$ cat src/hdl/cdt_pkg.sv
package cdt_pkg;
	// opcode values decoded by this block
	localparam logic [7:0] OP_MOV_DIR_IMM = 8'h75;
	localparam logic [7:0] OP_MOV_IND_A = 8'hF6;
	localparam logic [7:0] OP_MOV_IND_DIR = 8'hA6;
	localparam logic [7:0] OP_MOV_IND_IMM = 8'h76;
	localparam logic [7:0] OP_MOV_DP_IMM = 8'h90;
	localparam logic [7:0] OP_PRG_READ_DP = 8'h93;
	localparam logic [7:0] OP_PRG_READ_PC = 8'h94;
	localparam logic [7:0] OP_XRD_IND = 8'hE2;
	localparam logic [7:0] OP_XWR_IND = 8'hF2;
	localparam logic [7:0] OP_XRD_DP = 8'hE0;
	localparam logic [7:0] OP_XWR_DP = 8'hF0;
	localparam logic [7:0] OP_PUSH = 8'hC0;
	localparam logic [7:0] OP_POP = 8'hD0;
	localparam logic [7:0] OP_XCH_REG = 8'hC8;
	localparam logic [7:0] OP_XCH_DIR = 8'hC5;
	localparam logic [7:0] OP_XCH_IND = 8'hC6;
	localparam logic [7:0] OP_NIB_XCH = 8'hD6;
	localparam logic [7:0] OP_CLR_C = 8'hC3;
	localparam logic [7:0] OP_CLR_BIT = 8'hC2;
	localparam logic [7:0] OP_SET_C = 8'hD3;
	localparam logic [7:0] OP_SET_BIT = 8'hD2;
	localparam logic [7:0] OP_CPL_C = 8'hB3;
	localparam logic [7:0] OP_CPL_BIT = 8'hB2;
	localparam logic [7:0] OP_ANL_C_BIT = 8'h82;
	localparam logic [7:0] OP_ANL_C_NBIT = 8'hB0;
	localparam logic [7:0] OP_ORL_C_BIT = 8'h72;
	localparam logic [7:0] OP_ORL_C_NBIT = 8'hA0;
	localparam logic [7:0] OP_MOV_C_BIT = 8'hA2;
	localparam logic [7:0] OP_MOV_BIT_C = 8'h92;
	localparam logic [7:0] OP_FAR_CALL = 8'h12;
	localparam logic [7:0] OP_FAR_JUMP = 8'h02;
	localparam logic [7:0] OP_RET = 8'h22;
	localparam logic [7:0] OP_RETI = 8'h32;
	localparam logic [7:0] OP_REL_BRANCH = 8'h80;
	localparam logic [7:0] OP_JC = 8'h40;
	localparam logic [7:0] OP_JNC = 8'h50;
	localparam logic [7:0] OP_JB = 8'h20;
	localparam logic [7:0] OP_JNB = 8'h30;
	localparam logic [7:0] OP_BTC_BRANCH = 8'h10;
	localparam logic [7:0] OP_JMP_A_DP = 8'h73;
	localparam logic [7:0] OP_JZ = 8'h60;
	localparam logic [7:0] OP_JNZ = 8'h70;
	localparam logic [7:0] OP_CBU_A_DIR = 8'hB5;
	localparam logic [7:0] OP_CBU_A_IMM = 8'hB4;
	localparam logic [7:0] OP_CBU_REG = 8'hB8;
	localparam logic [7:0] OP_CBU_IND = 8'hB6;
	localparam logic [7:0] OP_DBN_REG = 8'hD8;
	localparam logic [7:0] OP_DBN_DIR = 8'hD5;
	localparam logic [7:0] OP_NOP = 8'h00;
	// page call / page jump low five bits
	localparam logic [4:0] PAGE_CALL_LOW = 5'h11;
	localparam logic [4:0] PAGE_JUMP_LOW = 5'h01;
	// masks for opcode ranges
	localparam logic [7:0] MASK_PAIR = 8'hFE;
	localparam logic [7:0] MASK_OCTET = 8'hF8;
	// lengths and machine-cycle counts
	localparam logic [1:0] LEN_1 = 2'h1;
	localparam logic [1:0] LEN_2 = 2'h2;
	localparam logic [1:0] LEN_3 = 2'h3;
	localparam logic [2:0] CYC_1 = 3'h1;
	localparam logic [2:0] CYC_2 = 3'h2;
	// output reset value
	localparam logic [7:0] OPCODE_RST = 8'h00;

	// instruction class seen by the datapath
	typedef enum logic [4:0] {
		CDT_NONE, CDT_MOV_DIR_IMM, CDT_MOV_IND_A, CDT_MOV_IND_DIR, CDT_MOV_IND_IMM,
		CDT_MOV_DP_IMM, CDT_PRG_READ, CDT_EXT_READ, CDT_EXT_WRITE, CDT_PUSH, CDT_POP,
		CDT_XCH, CDT_NIB_XCH, CDT_BIT_SET_CLR, CDT_BIT_LOGIC, CDT_BIT_MOVE,
		CDT_CALL, CDT_JUMP, CDT_RETURN, CDT_COND_BRANCH, CDT_BTC_BRANCH,
		CDT_CBU, CDT_DBN
	} cdt_class_t;

	// operand source for memory / branch forms
	typedef enum logic [2:0] {
		CDT_SRC_NONE, CDT_SRC_ACC, CDT_SRC_DIR, CDT_SRC_IMM, CDT_SRC_IND, CDT_SRC_REG,
		CDT_SRC_DP, CDT_SRC_PC
	} cdt_src_t;

	// decoded instruction bundle
	typedef struct packed {
		logic [7:0] opcode;
		cdt_class_t iclass;
		cdt_src_t src;
		logic [1:0] length;
		logic [2:0] cycles;
		logic ptr_sel;
		logic [2:0] reg_sel;
		logic invert;
		logic cond_sense;
		logic ext_wide;
		logic known;
	} cdt_dec_t;

	// branch target control for the program counter
	typedef struct packed {
		logic page_form;
		logic [15:0] page_target;
		logic far_form;
		logic rel_form;
		logic acc_dp_form;
	} cdt_pc_t;
endpackage : cdt_pkg

$ cat src/hdl/cdt_decoder.sv
`timescale 1ns/1ps
// Behaviour
// - 75: immediate to direct, 3 bytes, 2 cycles
// - F6-F7: accumulator to indirect, 1 byte, 1 cycle
// - A6-A7: direct to indirect, 2 bytes, 2 cycles
// - 76-77: immediate to indirect, 2 bytes, 1 cycle
// - 90: load data pointer, 3 bytes, 2 cycles
// - 93/94: program byte reads, 1 byte, 2 cycles
// - E2-E3 read, F2-F3 write, 8-bit external
// - E0 read, F0 write, 16-bit external
// - C0 push, D0 pop, 2 bytes, 2 cycles
// - exchanges C8-CF, C5, C6-C7 take one cycle
// - D6-D7 low nibble exchange, one cycle
// - 82 and B0 carry AND, 2 bytes, 2 cycles
// - 72 and A0 carry OR, 2 bytes, 2 cycles
// - A2 bit to carry 1 cycle; 92 two
// - 12 far call, 3 bytes, 2 cycles
// - 80 relative branch, 2 bytes, 2 cycles
// - 20 bit set, 30 bit clear, 3 bytes
// - 10 branch on bit and clear it
// - 73 jump accumulator plus data pointer
// - 60 zero, 70 non-zero, 2 bytes
// - compare forms B4-B7, B8-BF, 3 bytes
// - D8-DF two bytes, D5 three, two cycles
module cdt_decoder
	import cdt_pkg::*;
(
	core_clk,
	rst,
	opcode_in,
	opcode_valid,
	addr_low,
	pc_next,
	dec_out,
	pc_out,
	dec_valid
);
	input wire logic core_clk; // core clock, 100 MHz
	input wire logic rst; // asynchronous reset, active high
	input wire logic [7:0] opcode_in; // fetched opcode byte
	input wire logic opcode_valid; // opcode byte is present
	input wire logic [7:0] addr_low; // second instruction byte for page forms
	input wire logic [15:0] pc_next; // program counter after this instruction
	output cdt_dec_t dec_out; // registered decode result
	output cdt_pc_t pc_out; // registered program counter control
	output logic dec_valid; // decode result is new this cycle

	cdt_dec_t dec_r; // registered decode
	cdt_dec_t dec_nxt; // next decode
	cdt_pc_t pc_r; // registered pc control
	cdt_pc_t pc_nxt; // next pc control
	logic valid_r; // registered valid
	logic valid_nxt; // next valid
	logic pg_call; // page call form seen
	logic pg_jump; // page jump form seen
	logic [15:0] pg_target; // page form target

	// page target former
	// page forms are told apart by the low five opcode bits
	cdt_page_target u_page (
		.opcode(opcode_in),
		.addr_low(addr_low),
		.pc_next(pc_next),
		.is_page_call(pg_call),
		.is_page_jump(pg_jump),
		.target(pg_target)
	);

	// decode table: masked ranges first, then single opcodes
	// no masked range overlaps a single code, so the order is free
	// every path leaves length, cycles and class assigned
	// unknown opcodes fall to known = 0 with one byte, one cycle
	always_comb begin
		// defaults: one byte, one cycle, recognised opcode
		dec_nxt = '0;
		dec_nxt.opcode = opcode_in;
		dec_nxt.iclass = CDT_NONE;
		dec_nxt.src = CDT_SRC_NONE;
		dec_nxt.length = LEN_1;
		dec_nxt.cycles = CYC_1;
		dec_nxt.ptr_sel = opcode_in[0];
		dec_nxt.reg_sel = opcode_in[2:0];
		dec_nxt.known = 1'b1;
		// program counter control idle unless a branch form sets it
		pc_nxt = '0;
		// valid only rides along one cycle behind the opcode
		valid_nxt = opcode_valid;

		// paired and octet ranges first
		// pair masks drop bit0, octet masks drop the low three bits
		if ((opcode_in & MASK_PAIR) == OP_MOV_IND_A) begin
			// accumulator stored through the pointer register
			dec_nxt.iclass = CDT_MOV_IND_A;
			dec_nxt.src = CDT_SRC_ACC;
		end else if ((opcode_in & MASK_PAIR) == OP_MOV_IND_DIR) begin
			// direct byte copied through the pointer register
			dec_nxt.iclass = CDT_MOV_IND_DIR;
			dec_nxt.src = CDT_SRC_DIR;
			dec_nxt.length = LEN_2;
			dec_nxt.cycles = CYC_2;
		end else if ((opcode_in & MASK_PAIR) == OP_MOV_IND_IMM) begin
			// immediate stored through the pointer register
			dec_nxt.iclass = CDT_MOV_IND_IMM;
			dec_nxt.src = CDT_SRC_IMM;
			dec_nxt.length = LEN_2;
		end else if ((opcode_in & MASK_PAIR) == OP_XRD_IND) begin
			// external read, 8-bit address from the pointer
			dec_nxt.iclass = CDT_EXT_READ;
			dec_nxt.src = CDT_SRC_IND;
			dec_nxt.cycles = CYC_2;
		end else if ((opcode_in & MASK_PAIR) == OP_XWR_IND) begin
			// external write, 8-bit address from the pointer
			dec_nxt.iclass = CDT_EXT_WRITE;
			dec_nxt.src = CDT_SRC_IND;
			dec_nxt.cycles = CYC_2;
		end else if ((opcode_in & MASK_OCTET) == OP_XCH_REG) begin
			// accumulator swapped with a bank register
			dec_nxt.iclass = CDT_XCH;
			dec_nxt.src = CDT_SRC_REG;
		end else if ((opcode_in & MASK_PAIR) == OP_XCH_IND) begin
			// accumulator swapped with pointed memory
			// bit0 selects the pointer register
			dec_nxt.iclass = CDT_XCH;
			dec_nxt.src = CDT_SRC_IND;
		end else if ((opcode_in & MASK_PAIR) == OP_NIB_XCH) begin
			// low nibbles only swapped with pointed memory
			dec_nxt.iclass = CDT_NIB_XCH;
			dec_nxt.src = CDT_SRC_IND;
		end else if ((opcode_in & MASK_OCTET) == OP_CBU_REG) begin
			// bank register compared against an immediate
			// third byte holds the relative offset
			dec_nxt.iclass = CDT_CBU;
			dec_nxt.src = CDT_SRC_REG;
			dec_nxt.length = LEN_3;
			dec_nxt.cycles = CYC_2;
			pc_nxt.rel_form = 1'b1;
		end else if ((opcode_in & MASK_PAIR) == OP_CBU_IND) begin
			// pointed memory compared against an immediate
			dec_nxt.iclass = CDT_CBU;
			dec_nxt.src = CDT_SRC_IND;
			dec_nxt.length = LEN_3;
			dec_nxt.cycles = CYC_2;
			pc_nxt.rel_form = 1'b1;
		end else if ((opcode_in & MASK_OCTET) == OP_DBN_REG) begin
			// bank register decremented, offset in second byte
			// low three bits select the bank register
			dec_nxt.iclass = CDT_DBN;
			dec_nxt.src = CDT_SRC_REG;
			dec_nxt.length = LEN_2;
			dec_nxt.cycles = CYC_2;
			pc_nxt.rel_form = 1'b1;
		end else if (pg_call || pg_jump) begin
			// page forms, target built by the page former
			// only reached when no masked range claimed the opcode
			dec_nxt.iclass = pg_call ? CDT_CALL : CDT_JUMP;
			dec_nxt.length = LEN_2;
			dec_nxt.cycles = CYC_2;
			pc_nxt.page_form = 1'b1;
			pc_nxt.page_target = pg_target;
		end else begin
			// single opcodes
			// full eight-bit match, anything else is outside this part
			unique case (opcode_in)
				// data transfer
				OP_MOV_DIR_IMM: begin
					// immediate into a direct byte
					dec_nxt.iclass = CDT_MOV_DIR_IMM;
					dec_nxt.src = CDT_SRC_IMM;
					dec_nxt.length = LEN_3;
					dec_nxt.cycles = CYC_2;
				end
				OP_MOV_DP_IMM: begin
					// both pointer bytes follow the opcode
					dec_nxt.iclass = CDT_MOV_DP_IMM;
					dec_nxt.src = CDT_SRC_IMM;
					dec_nxt.length = LEN_3;
					dec_nxt.cycles = CYC_2;
				end
				OP_PRG_READ_DP, OP_PRG_READ_PC: begin
					// program byte read, base picked by opcode
					dec_nxt.iclass = CDT_PRG_READ;
					dec_nxt.src = (opcode_in == OP_PRG_READ_DP) ? CDT_SRC_DP : CDT_SRC_PC;
					dec_nxt.cycles = CYC_2;
				end
				OP_XRD_DP, OP_XWR_DP: begin
					// external access, 16-bit address from the pointer
					// ext_wide marks the 16-bit address form
					dec_nxt.iclass = (opcode_in == OP_XRD_DP) ? CDT_EXT_READ : CDT_EXT_WRITE;
					dec_nxt.src = CDT_SRC_DP;
					dec_nxt.ext_wide = 1'b1;
					dec_nxt.cycles = CYC_2;
				end
				OP_PUSH, OP_POP: begin
					// stack access with a direct operand
					dec_nxt.iclass = (opcode_in == OP_PUSH) ? CDT_PUSH : CDT_POP;
					dec_nxt.src = CDT_SRC_DIR;
					dec_nxt.length = LEN_2;
					dec_nxt.cycles = CYC_2;
				end
				OP_XCH_DIR: begin
					// accumulator swapped with a direct byte
					dec_nxt.iclass = CDT_XCH;
					dec_nxt.src = CDT_SRC_DIR;
					dec_nxt.length = LEN_2;
				end

				// boolean
				OP_CLR_C, OP_SET_C, OP_CPL_C: begin
					// carry alone, no operand byte
					dec_nxt.iclass = CDT_BIT_SET_CLR; // carry only
				end
				OP_CLR_BIT, OP_SET_BIT, OP_CPL_BIT: begin
					// direct bit operand in the second byte
					dec_nxt.iclass = CDT_BIT_SET_CLR; // direct bit
					dec_nxt.src = CDT_SRC_DIR;
					dec_nxt.length = LEN_2;
				end
				OP_ANL_C_BIT, OP_ANL_C_NBIT, OP_ORL_C_BIT, OP_ORL_C_NBIT: begin
					// invert picks the inverted bit, cond_sense picks or
					// all four take two bytes and two cycles
					dec_nxt.iclass = CDT_BIT_LOGIC;
					dec_nxt.src = CDT_SRC_DIR;
					dec_nxt.invert = (opcode_in == OP_ANL_C_NBIT) || (opcode_in == OP_ORL_C_NBIT);
					dec_nxt.cond_sense = (opcode_in == OP_ORL_C_BIT) || (opcode_in == OP_ORL_C_NBIT);
					dec_nxt.length = LEN_2;
					dec_nxt.cycles = CYC_2;
				end
				OP_MOV_C_BIT: begin
					// direct bit into carry
					dec_nxt.iclass = CDT_BIT_MOVE;
					dec_nxt.src = CDT_SRC_DIR;
					dec_nxt.length = LEN_2;
				end
				OP_MOV_BIT_C: begin
					// carry into direct bit, read-modify-write
					dec_nxt.iclass = CDT_BIT_MOVE;
					dec_nxt.src = CDT_SRC_NONE;
					dec_nxt.length = LEN_2;
					dec_nxt.cycles = CYC_2;
				end

				// branching
				OP_FAR_CALL, OP_FAR_JUMP: begin
					// both target bytes follow the opcode
					dec_nxt.iclass = (opcode_in == OP_FAR_CALL) ? CDT_CALL : CDT_JUMP;
					dec_nxt.length = LEN_3;
					dec_nxt.cycles = CYC_2;
					pc_nxt.far_form = 1'b1;
				end
				OP_RET, OP_RETI: begin
					// return address comes off the stack
					// both return forms share one class
					dec_nxt.iclass = CDT_RETURN; // stack pop of pc
					dec_nxt.cycles = CYC_2;
				end
				OP_REL_BRANCH: begin
					// signed offset in the second byte
					dec_nxt.iclass = CDT_JUMP;
					dec_nxt.length = LEN_2;
					dec_nxt.cycles = CYC_2;
					pc_nxt.rel_form = 1'b1;
				end
				OP_JC, OP_JNC, OP_JZ, OP_JNZ: begin
					// carry or accumulator tested, offset second byte
					// cond_sense set for carry set and accumulator non-zero
					dec_nxt.iclass = CDT_COND_BRANCH;
					dec_nxt.src = (opcode_in == OP_JZ || opcode_in == OP_JNZ) ? CDT_SRC_ACC : CDT_SRC_NONE;
					dec_nxt.cond_sense = (opcode_in == OP_JC) || (opcode_in == OP_JNZ);
					dec_nxt.length = LEN_2;
					dec_nxt.cycles = CYC_2;
					pc_nxt.rel_form = 1'b1;
				end
				OP_JB, OP_JNB: begin
					// direct bit tested, offset in the third byte
					dec_nxt.iclass = CDT_COND_BRANCH;
					dec_nxt.src = CDT_SRC_DIR;
					dec_nxt.cond_sense = (opcode_in == OP_JB);
					dec_nxt.length = LEN_3;
					dec_nxt.cycles = CYC_2;
					pc_nxt.rel_form = 1'b1;
				end
				OP_BTC_BRANCH: begin
					// bit tested and cleared when the branch is taken
					// cond_sense fixed, the bit must be one
					dec_nxt.iclass = CDT_BTC_BRANCH;
					dec_nxt.src = CDT_SRC_DIR;
					dec_nxt.cond_sense = 1'b1;
					dec_nxt.length = LEN_3;
					dec_nxt.cycles = CYC_2;
					pc_nxt.rel_form = 1'b1;
				end
				OP_JMP_A_DP: begin
					// target is accumulator plus the data pointer
					dec_nxt.iclass = CDT_JUMP;
					dec_nxt.src = CDT_SRC_DP;
					dec_nxt.cycles = CYC_2;
					pc_nxt.acc_dp_form = 1'b1;
				end
				OP_CBU_A_DIR, OP_CBU_A_IMM: begin
					// accumulator compared, offset in the third byte
					// direct and immediate forms differ only in source
					dec_nxt.iclass = CDT_CBU;
					dec_nxt.src = (opcode_in == OP_CBU_A_DIR) ? CDT_SRC_DIR : CDT_SRC_IMM;
					dec_nxt.length = LEN_3;
					dec_nxt.cycles = CYC_2;
					pc_nxt.rel_form = 1'b1;
				end
				OP_DBN_DIR: begin
					// direct byte decremented, offset in the third byte
					dec_nxt.iclass = CDT_DBN;
					dec_nxt.src = CDT_SRC_DIR;
					dec_nxt.length = LEN_3;
					dec_nxt.cycles = CYC_2;
					pc_nxt.rel_form = 1'b1;
				end
				OP_NOP: begin
					// one byte, one cycle, nothing touched
					dec_nxt.iclass = CDT_NONE; // no operation
				end
				default: begin
					// opcode outside this decoder's part
					dec_nxt.known = 1'b0;
				end
			endcase
		end
	end

	// register the decode
	// no clock enable: every edge takes a fresh decode
	always_ff @(posedge core_clk or posedge rst) begin
		if (rst) begin
			// outputs idle: class none, nothing valid
			dec_r <= '0;
			pc_r <= '0;
			valid_r <= 1'b0;
		end else begin
			// new decode of whatever opcode stands this edge
			dec_r <= dec_nxt;
			pc_r <= pc_nxt;
			valid_r <= valid_nxt;
		end
	end

	// outputs straight from flip-flops
	assign dec_out = dec_r;
	assign pc_out = pc_r;
	assign dec_valid = valid_r;
endmodule : cdt_decoder

$ cat src/hdl/cdt_page_target.sv
`timescale 1ns/1ps
// page call / page jump target forming
module cdt_page_target
	import cdt_pkg::*;
(
	input wire logic [7:0] opcode,
	input wire logic [7:0] addr_low,
	input wire logic [15:0] pc_next,
	output logic is_page_call,
	output logic is_page_jump,
	output logic [15:0] target
);
	// low five bits identify the form
	always_comb begin
		is_page_call = (opcode[4:0] == PAGE_CALL_LOW);
		is_page_jump = (opcode[4:0] == PAGE_JUMP_LOW);
		// upper pc bits kept, three opcode bits give a10..a8
		target = {pc_next[15:11], opcode[7:5], addr_low};
	end
endmodule : cdt_page_target

$ cat config.mk
export PLATFORM = sky130hd
export DESIGN_NAME = cdt_decoder
export DESIGN_NICKNAME = d
export VERILOG_FILES = /design/src/hdl/cdt_pkg.sv /design/src/hdl/cdt_decoder.sv /design/src/hdl/cdt_page_target.sv
export SDC_FILE = /design/constraint.sdc
export NUM_CORES = 1
export LEC_CHECK = 0
export ABC_AREA = 1
export ABC_CLOCK_PERIOD_IN_PS = 4400
export BUFFER_PORTS_ARGS = -buffer_cell sky130_fd_sc_hd__buf_2
export CAP_MARGIN = 20
export CORE_MARGIN = 2
export CORE_UTILIZATION = 54
export DETAILED_ROUTE_END_ITERATION = 10
export GPL_ROUTABILITY_DRIVEN = 0
export PLACE_DENSITY = 0.84
export SLEW_MARGIN = 20
export SYNTH_ARGS = -nofsm -noshare
export SYNTH_HDL_FRONTEND = slang
export SYNTH_SLANG_ARGS = --single-unit
$ cat constraint.sdc
create_clock -name core_clk -period 4.4 [get_ports core_clk]
set_clock_uncertainty 0.15 [all_clocks]
set_input_delay 0.88 -clock core_clk [delete_from_list [all_inputs] [get_ports core_clk]]
set_output_delay 0.88 -clock core_clk [all_outputs]
set_load 0.05 [all_outputs]
==> flow_summary.toml, run 1 <==
[power_and_ir_drop]
irDropWorstVdd_uv = 226.0
switching_power_w = 0.0002855
power_density_mw_per_mm2 = 325.1
swShare = 0.3024
p_int_w = 0.0006585
finalPower_w = 0.0009440
p_comb_frac = 0.200
sequentialPowerShare = 0.463
leakage_nw = 1.932
clockPowerShare = 0.337

[clock_tree]
cts_buffers = 5
cts-hold-fix-buffers = 0
cts_setup_buffers = 0
clock-root-buffer = "clkbuf_8"
clock_sinks = 45
clockBufferDepth = 2
cts_resized = 0
clk_pin_slew_ns = 0.07
cts_tree = "yes"
h-tree-depth = 2

[final_layout]
drive_above_1_share = 0.2326
layout.cells.non_filler = 469
antennaDiodeCount = 0
fill_cells = 378
nets = 451
multi_input_area_sq_mm = 0.001033
finalCoreUtilization = 0.6716
synthToLayoutAreaGrowth_pct = 20.01
regArea_sq_mm = 0.001126

[worst_setup_path]
cp_common_cell = "nand2_1"
crit_required_ns = 4.41
crit_path_end_kind = "flop"
crit_type = "in2reg"
worstPathMaxFanout = 11
path_cells = "buf_2 -> nor2_4 -> nand2_2 -> inv_2 -> nand2_1 -> nand2_1 -> nor2_1 -> nand2_1 -> nor2_1 -> nand4_1"
cpPeakStageDelay_ns = 0.28
slowest_stage = "nor2_1"
cp_data_arrival_time_ns = 2.37
worstSetupStartpoint = "opcode_in[3]"
start_kind = "primary input"

[grt]
grt_usage = 0.2618
gr-total-overflow = 0
grt_max_degree = 46
grt_pass1_wl_um = 10270
antenna_found_initial = 0
grt_pass1_vias = 2280

[sta]
setup_tns_ns = 0
max_freq_mhz = 424.1
finalCriticalPeriod_ns = 2.358
hold_violations = 0
setup-violations-final = 0
rsz0062_at_grt = "no"
worst_slew_pin_slew_ns = 0.6019
period_share = 0.5359
final_max_slew_viol_count = 0
slew_headroom = 0.5978
finalWorstSetupSlack_ns = 2.042

[die]
dieArea_sq_mm = 0.005032
start_util = 0.5596
fp-row-count = 24
chipWidth_um = 70.94
die_y_um = 70.94
io_pins = 85
core_area_sq_mm = 0.004324

[placement]
placed_cells = 461
dp_hpwl_um = 4655
place_ws_ns = 1.746
io_buffers = 72

[drt]
firstDrtPassIters = 5
wl_um = 6054
via_per_inst = 5.313
dr_total_vias = 2492
routedWlPerCell_um = 12.91
drt_iter0_markers = 277
drc = 0
ant_nets = 0

[hold_path]
min-delay-start = "opcode_valid"
min_path_type = "in2reg"

[logic_synthesis]
ys_warn_count = 0
syn_area_sq_mm = 0.002420
synth.yosys.seq_area_share = 0.4654
syn_nets = 380
synth_cell_types = 23
ys_seq_elements = 45
synth_cells = 345
syn_area_per_cell_sq_um = 7.014

[outcome]
status = "completed"

[flow_run]
maxCapViolCount = 0
[final timing paths]
path                       slack, ns     endpoint  cells past startpoint
max in group asynchronous       3.18    dec_valid                      3
min                             0.54    dec_valid                      1
min in group asynchronous       0.55   pc_out[17]                      3
max                             2.04  dec_out[18]                     10
[Yosys cell counts (all sizes together)]
master  instances  area, sq um
o21a            1        7.510
nor2b           1        6.260
nand3          19        95.09
a21oi           8        40.04
inv            52        195.2
buf             8        61.30
nor3           10        50.05
dfrtp          45         1126
conb            1        3.750
nor2           83        344.1
o21ai           5        25.02
nand2          98        377.9
nand4          12        75.07
clkbuf          1        3.750
and3b           1        8.760
[registers in the layout (all words and copies together) (netlist names)]
register   flops
pc_out        20
dec_valid      1
dec_out       24
[final cells by class]
cell class,instances,area share
tap,52,0.02240
multi-input combinational,239,0.3559
inverter,52,0.06721
clock inverter,1,0.01034
timing repair buffer,73,0.1267
clock buffer,7,0.02973
sequential,45,0.3878
[power groups by stage]
| stage | clock network, W | registers [W] | logic [W] |
|---|---|---|---|
| final | 0.000318 | 0.000437 | 0.000189 |
| after global routing | 0.000343 | 0.000439 | 0.000203 |
| after CTS | 0.000325 | 0.000437 | 0.000189 |
| after detailed placement | 0 | 0.000445 | 0.000188 |
| after global placement | 0 | 0.000445 | 0.000186 |
| after floorplan | 0 | 0.000519 | 0.0000682 |
[stage by stage]
stage | hold WS, ns | cell area (sq um)
global route | 0.5226 | 2904
global placement | 0.8423 | 2788
finish | 0.5373 | 2904
floorplan | 0.7614 | 2420
CTS | 0.5332 | 2904
detailed placement | 0.8451 | 2788
[critical path, delay by kind of cell]
kind                   cells  cell delay, ns
buffers and inverters      2            0.35
AND/OR/NAND/NOR            8            1.13
[layout by cell type, fill, tap and decap left out, types with 7 or more instances in the layout]
cell     Yosys  routed
nand3_1     19      19
nor2_2       7       7
inv_1       46      45
nand4_1     12      12
nor2_1      74      74
buf_2        1      72
nand2_1     96      96
nor3_1      10      10
a21oi_1      8       8
dfrtp_1     45      45
[metal layers]
metal  global-route usage  share of wire
met1               0.3374           0.39
met2               0.3925           0.46
met3              0.07550           0.11
met4               0.1572          0.040
met5                    0              0
[cell families after synthesis]
family | synth area share
flip-flops | 0.4654
AND/OR/NAND/NOR | 0.3956
AO/OA/AOI/OAI | 0.02999
other | 0.001550
buffers and inverters | 0.1075
(Power assumes the default switching activity.)
==> inputs of run 2 (changes only) <==
- ABC_CLOCK_PERIOD_IN_PS: 4400 -> 2200
- CORE_UTILIZATION: 54 -> 50
- PLACE_DENSITY: 0.84 -> 0.78
- clock period: 4.4 -> 2.2 ns (I/O delays scaled with it)
==> flow_summary.toml, run 2 (same netlist as run 1, synthesis figures left out) <==
[outcome]
status = "completed"

[grt]
grt_usage = 0.2506
gr-total-overflow = 0
antenna_found_initial = 0
grt_max_degree = 46
grt_pass1_wl_um = 10350
grt_pass1_vias = 2145

[sta]
finalCriticalPeriod_ns = 1.771
max_freq_mhz = 564.5
slew_headroom = 0.6287
setup_tns_ns = 0
worst_slew_pin_slew_ns = 0.5569
hold_violations = 0
rsz0062_at_grt = "no"
final_max_slew_viol_count = 0
setup-violations-final = 0
period_share = 0.8052

[drt]
routedWlPerCell_um = 13.29
firstDrtPassIters = 6
wl_um = 6299
dr_total_vias = 2477
ant_nets = 0
drt_iter0_markers = 381
via_per_inst = 5.226
drc = 0

[clock_tree]
clock-root-buffer = "clkbuf_8"
cts_buffers = 5
cts_resized = 0
h-tree-depth = 2
clock_sinks = 45
cts_tree = "yes"
clk_pin_slew_ns = 0.08
cts-hold-fix-buffers = 0
clockBufferDepth = 2
cts_setup_buffers = 0

[die]
core_area_sq_mm = 0.004692
dieArea_sq_mm = 0.005412
die_y_um = 73.57
start_util = 0.5157
chipWidth_um = 73.57
fp-row-count = 25
io_pins = 85

[worst_setup_path]
worstPathMaxFanout = 9
crit_path_end_kind = "flop"
cp_data_arrival_time_ns = 1.81
crit_type = "in2reg"
crit_required_ns = 2.24
start_kind = "primary input"

[final_layout]
finalCoreUtilization = 0.6171
nets = 454
final_cell_mix = "96 x nand2_1, 74 x nor2_1, 72 x buf_2"
fin_area_sq_mm = 0.002895
synthToLayoutAreaGrowth_pct = 19.65
drive_above_1_share = 0.2405
layout_commonest_cell = "nand2_1"
largest_reg_flops = 24
antennaDiodeCount = 0

[placement]
dpl_cell_area_sq_mm = 0.002813
dp_hpwl_um = 4719
io_buffers = 72

[flow_run]
maxCapViolCount = 0

[hold_path]
min_path_type = "in2reg"

[power_and_ir_drop]
leakage_nw = 1.933
irDropWorstVdd_uv = 222.8
power_density_mw_per_mm2 = 598.2
[run 2: final cells by class]
type / instances / area (sq um)
Tap cell: 54 / 67.56
Multi-Input combinational cell: 239 / 1033
Clock buffer: 6 / 72.57
Inverter: 52 / 195.2
Clock inverter: 2 / 10.01
Timing Repair Buffer: 76 / 390.4
Sequential cell: 45 / 1126
Fill cell: 421 / 1797
[run 2: worst max-delay path, cell delays in order]
cell and delay [ns]:
buf_2 0.19, nor2_4 0.07, nand2_1 0.14, inv_1 0.10, nand2_1 0.13, nand2_1 0.09, nor2_1 0.14, nand2_1 0.08
nor2_2 0.21, nor2b_1 0.17, nand2_1 0.06
[run 2: power by group]
group / switching (W) / internal [W] / total, W
sequential: 0.00000827 / 0.000865 / 0.000874
clock: 0.000257 / 0.000220 / 0.000477
combinational: 0.000298 / 0.0000832 / 0.000381
total: 0.000564 / 0.00117 / 0.00173
[run 2: stage by stage]
stage	power (W)	hold slack, ns	instances	setup slack [ns]
after floorplan	0.001175	0.3214	345	0.5505
after global placement	0.001265	0.3992	466	0.2054
after detailed placement	0.001269	0.3999	466	0.1955
after CTS	0.001748	0.09417	474	0.5046
after global routing	0.001813	0.09534	474	0.3474
final	0.001732	0.09787	474	0.4285
[run 2: worst paths after layout]
kind                              start    endpoint  slack, ns  depth (start not counted)
worst min-delay path       opcode_valid   dec_valid        0.1                          1
worst max-delay path       opcode_in[3]  dec_out[0]       0.43                         11
min in group asynchronous           rst  pc_out[15]       0.13                          3
max in group asynchronous           rst   dec_valid       1.40                          3
[run 2: metal layers]
layer	GRT usage	wire, um	vias to the layer above
met5	0	0	-
met2	0.4008	2872	176
met4	0.09697	195	0
li1	-	-	1201
met3	0.06173	722	28
met1	0.3269	2509	1072
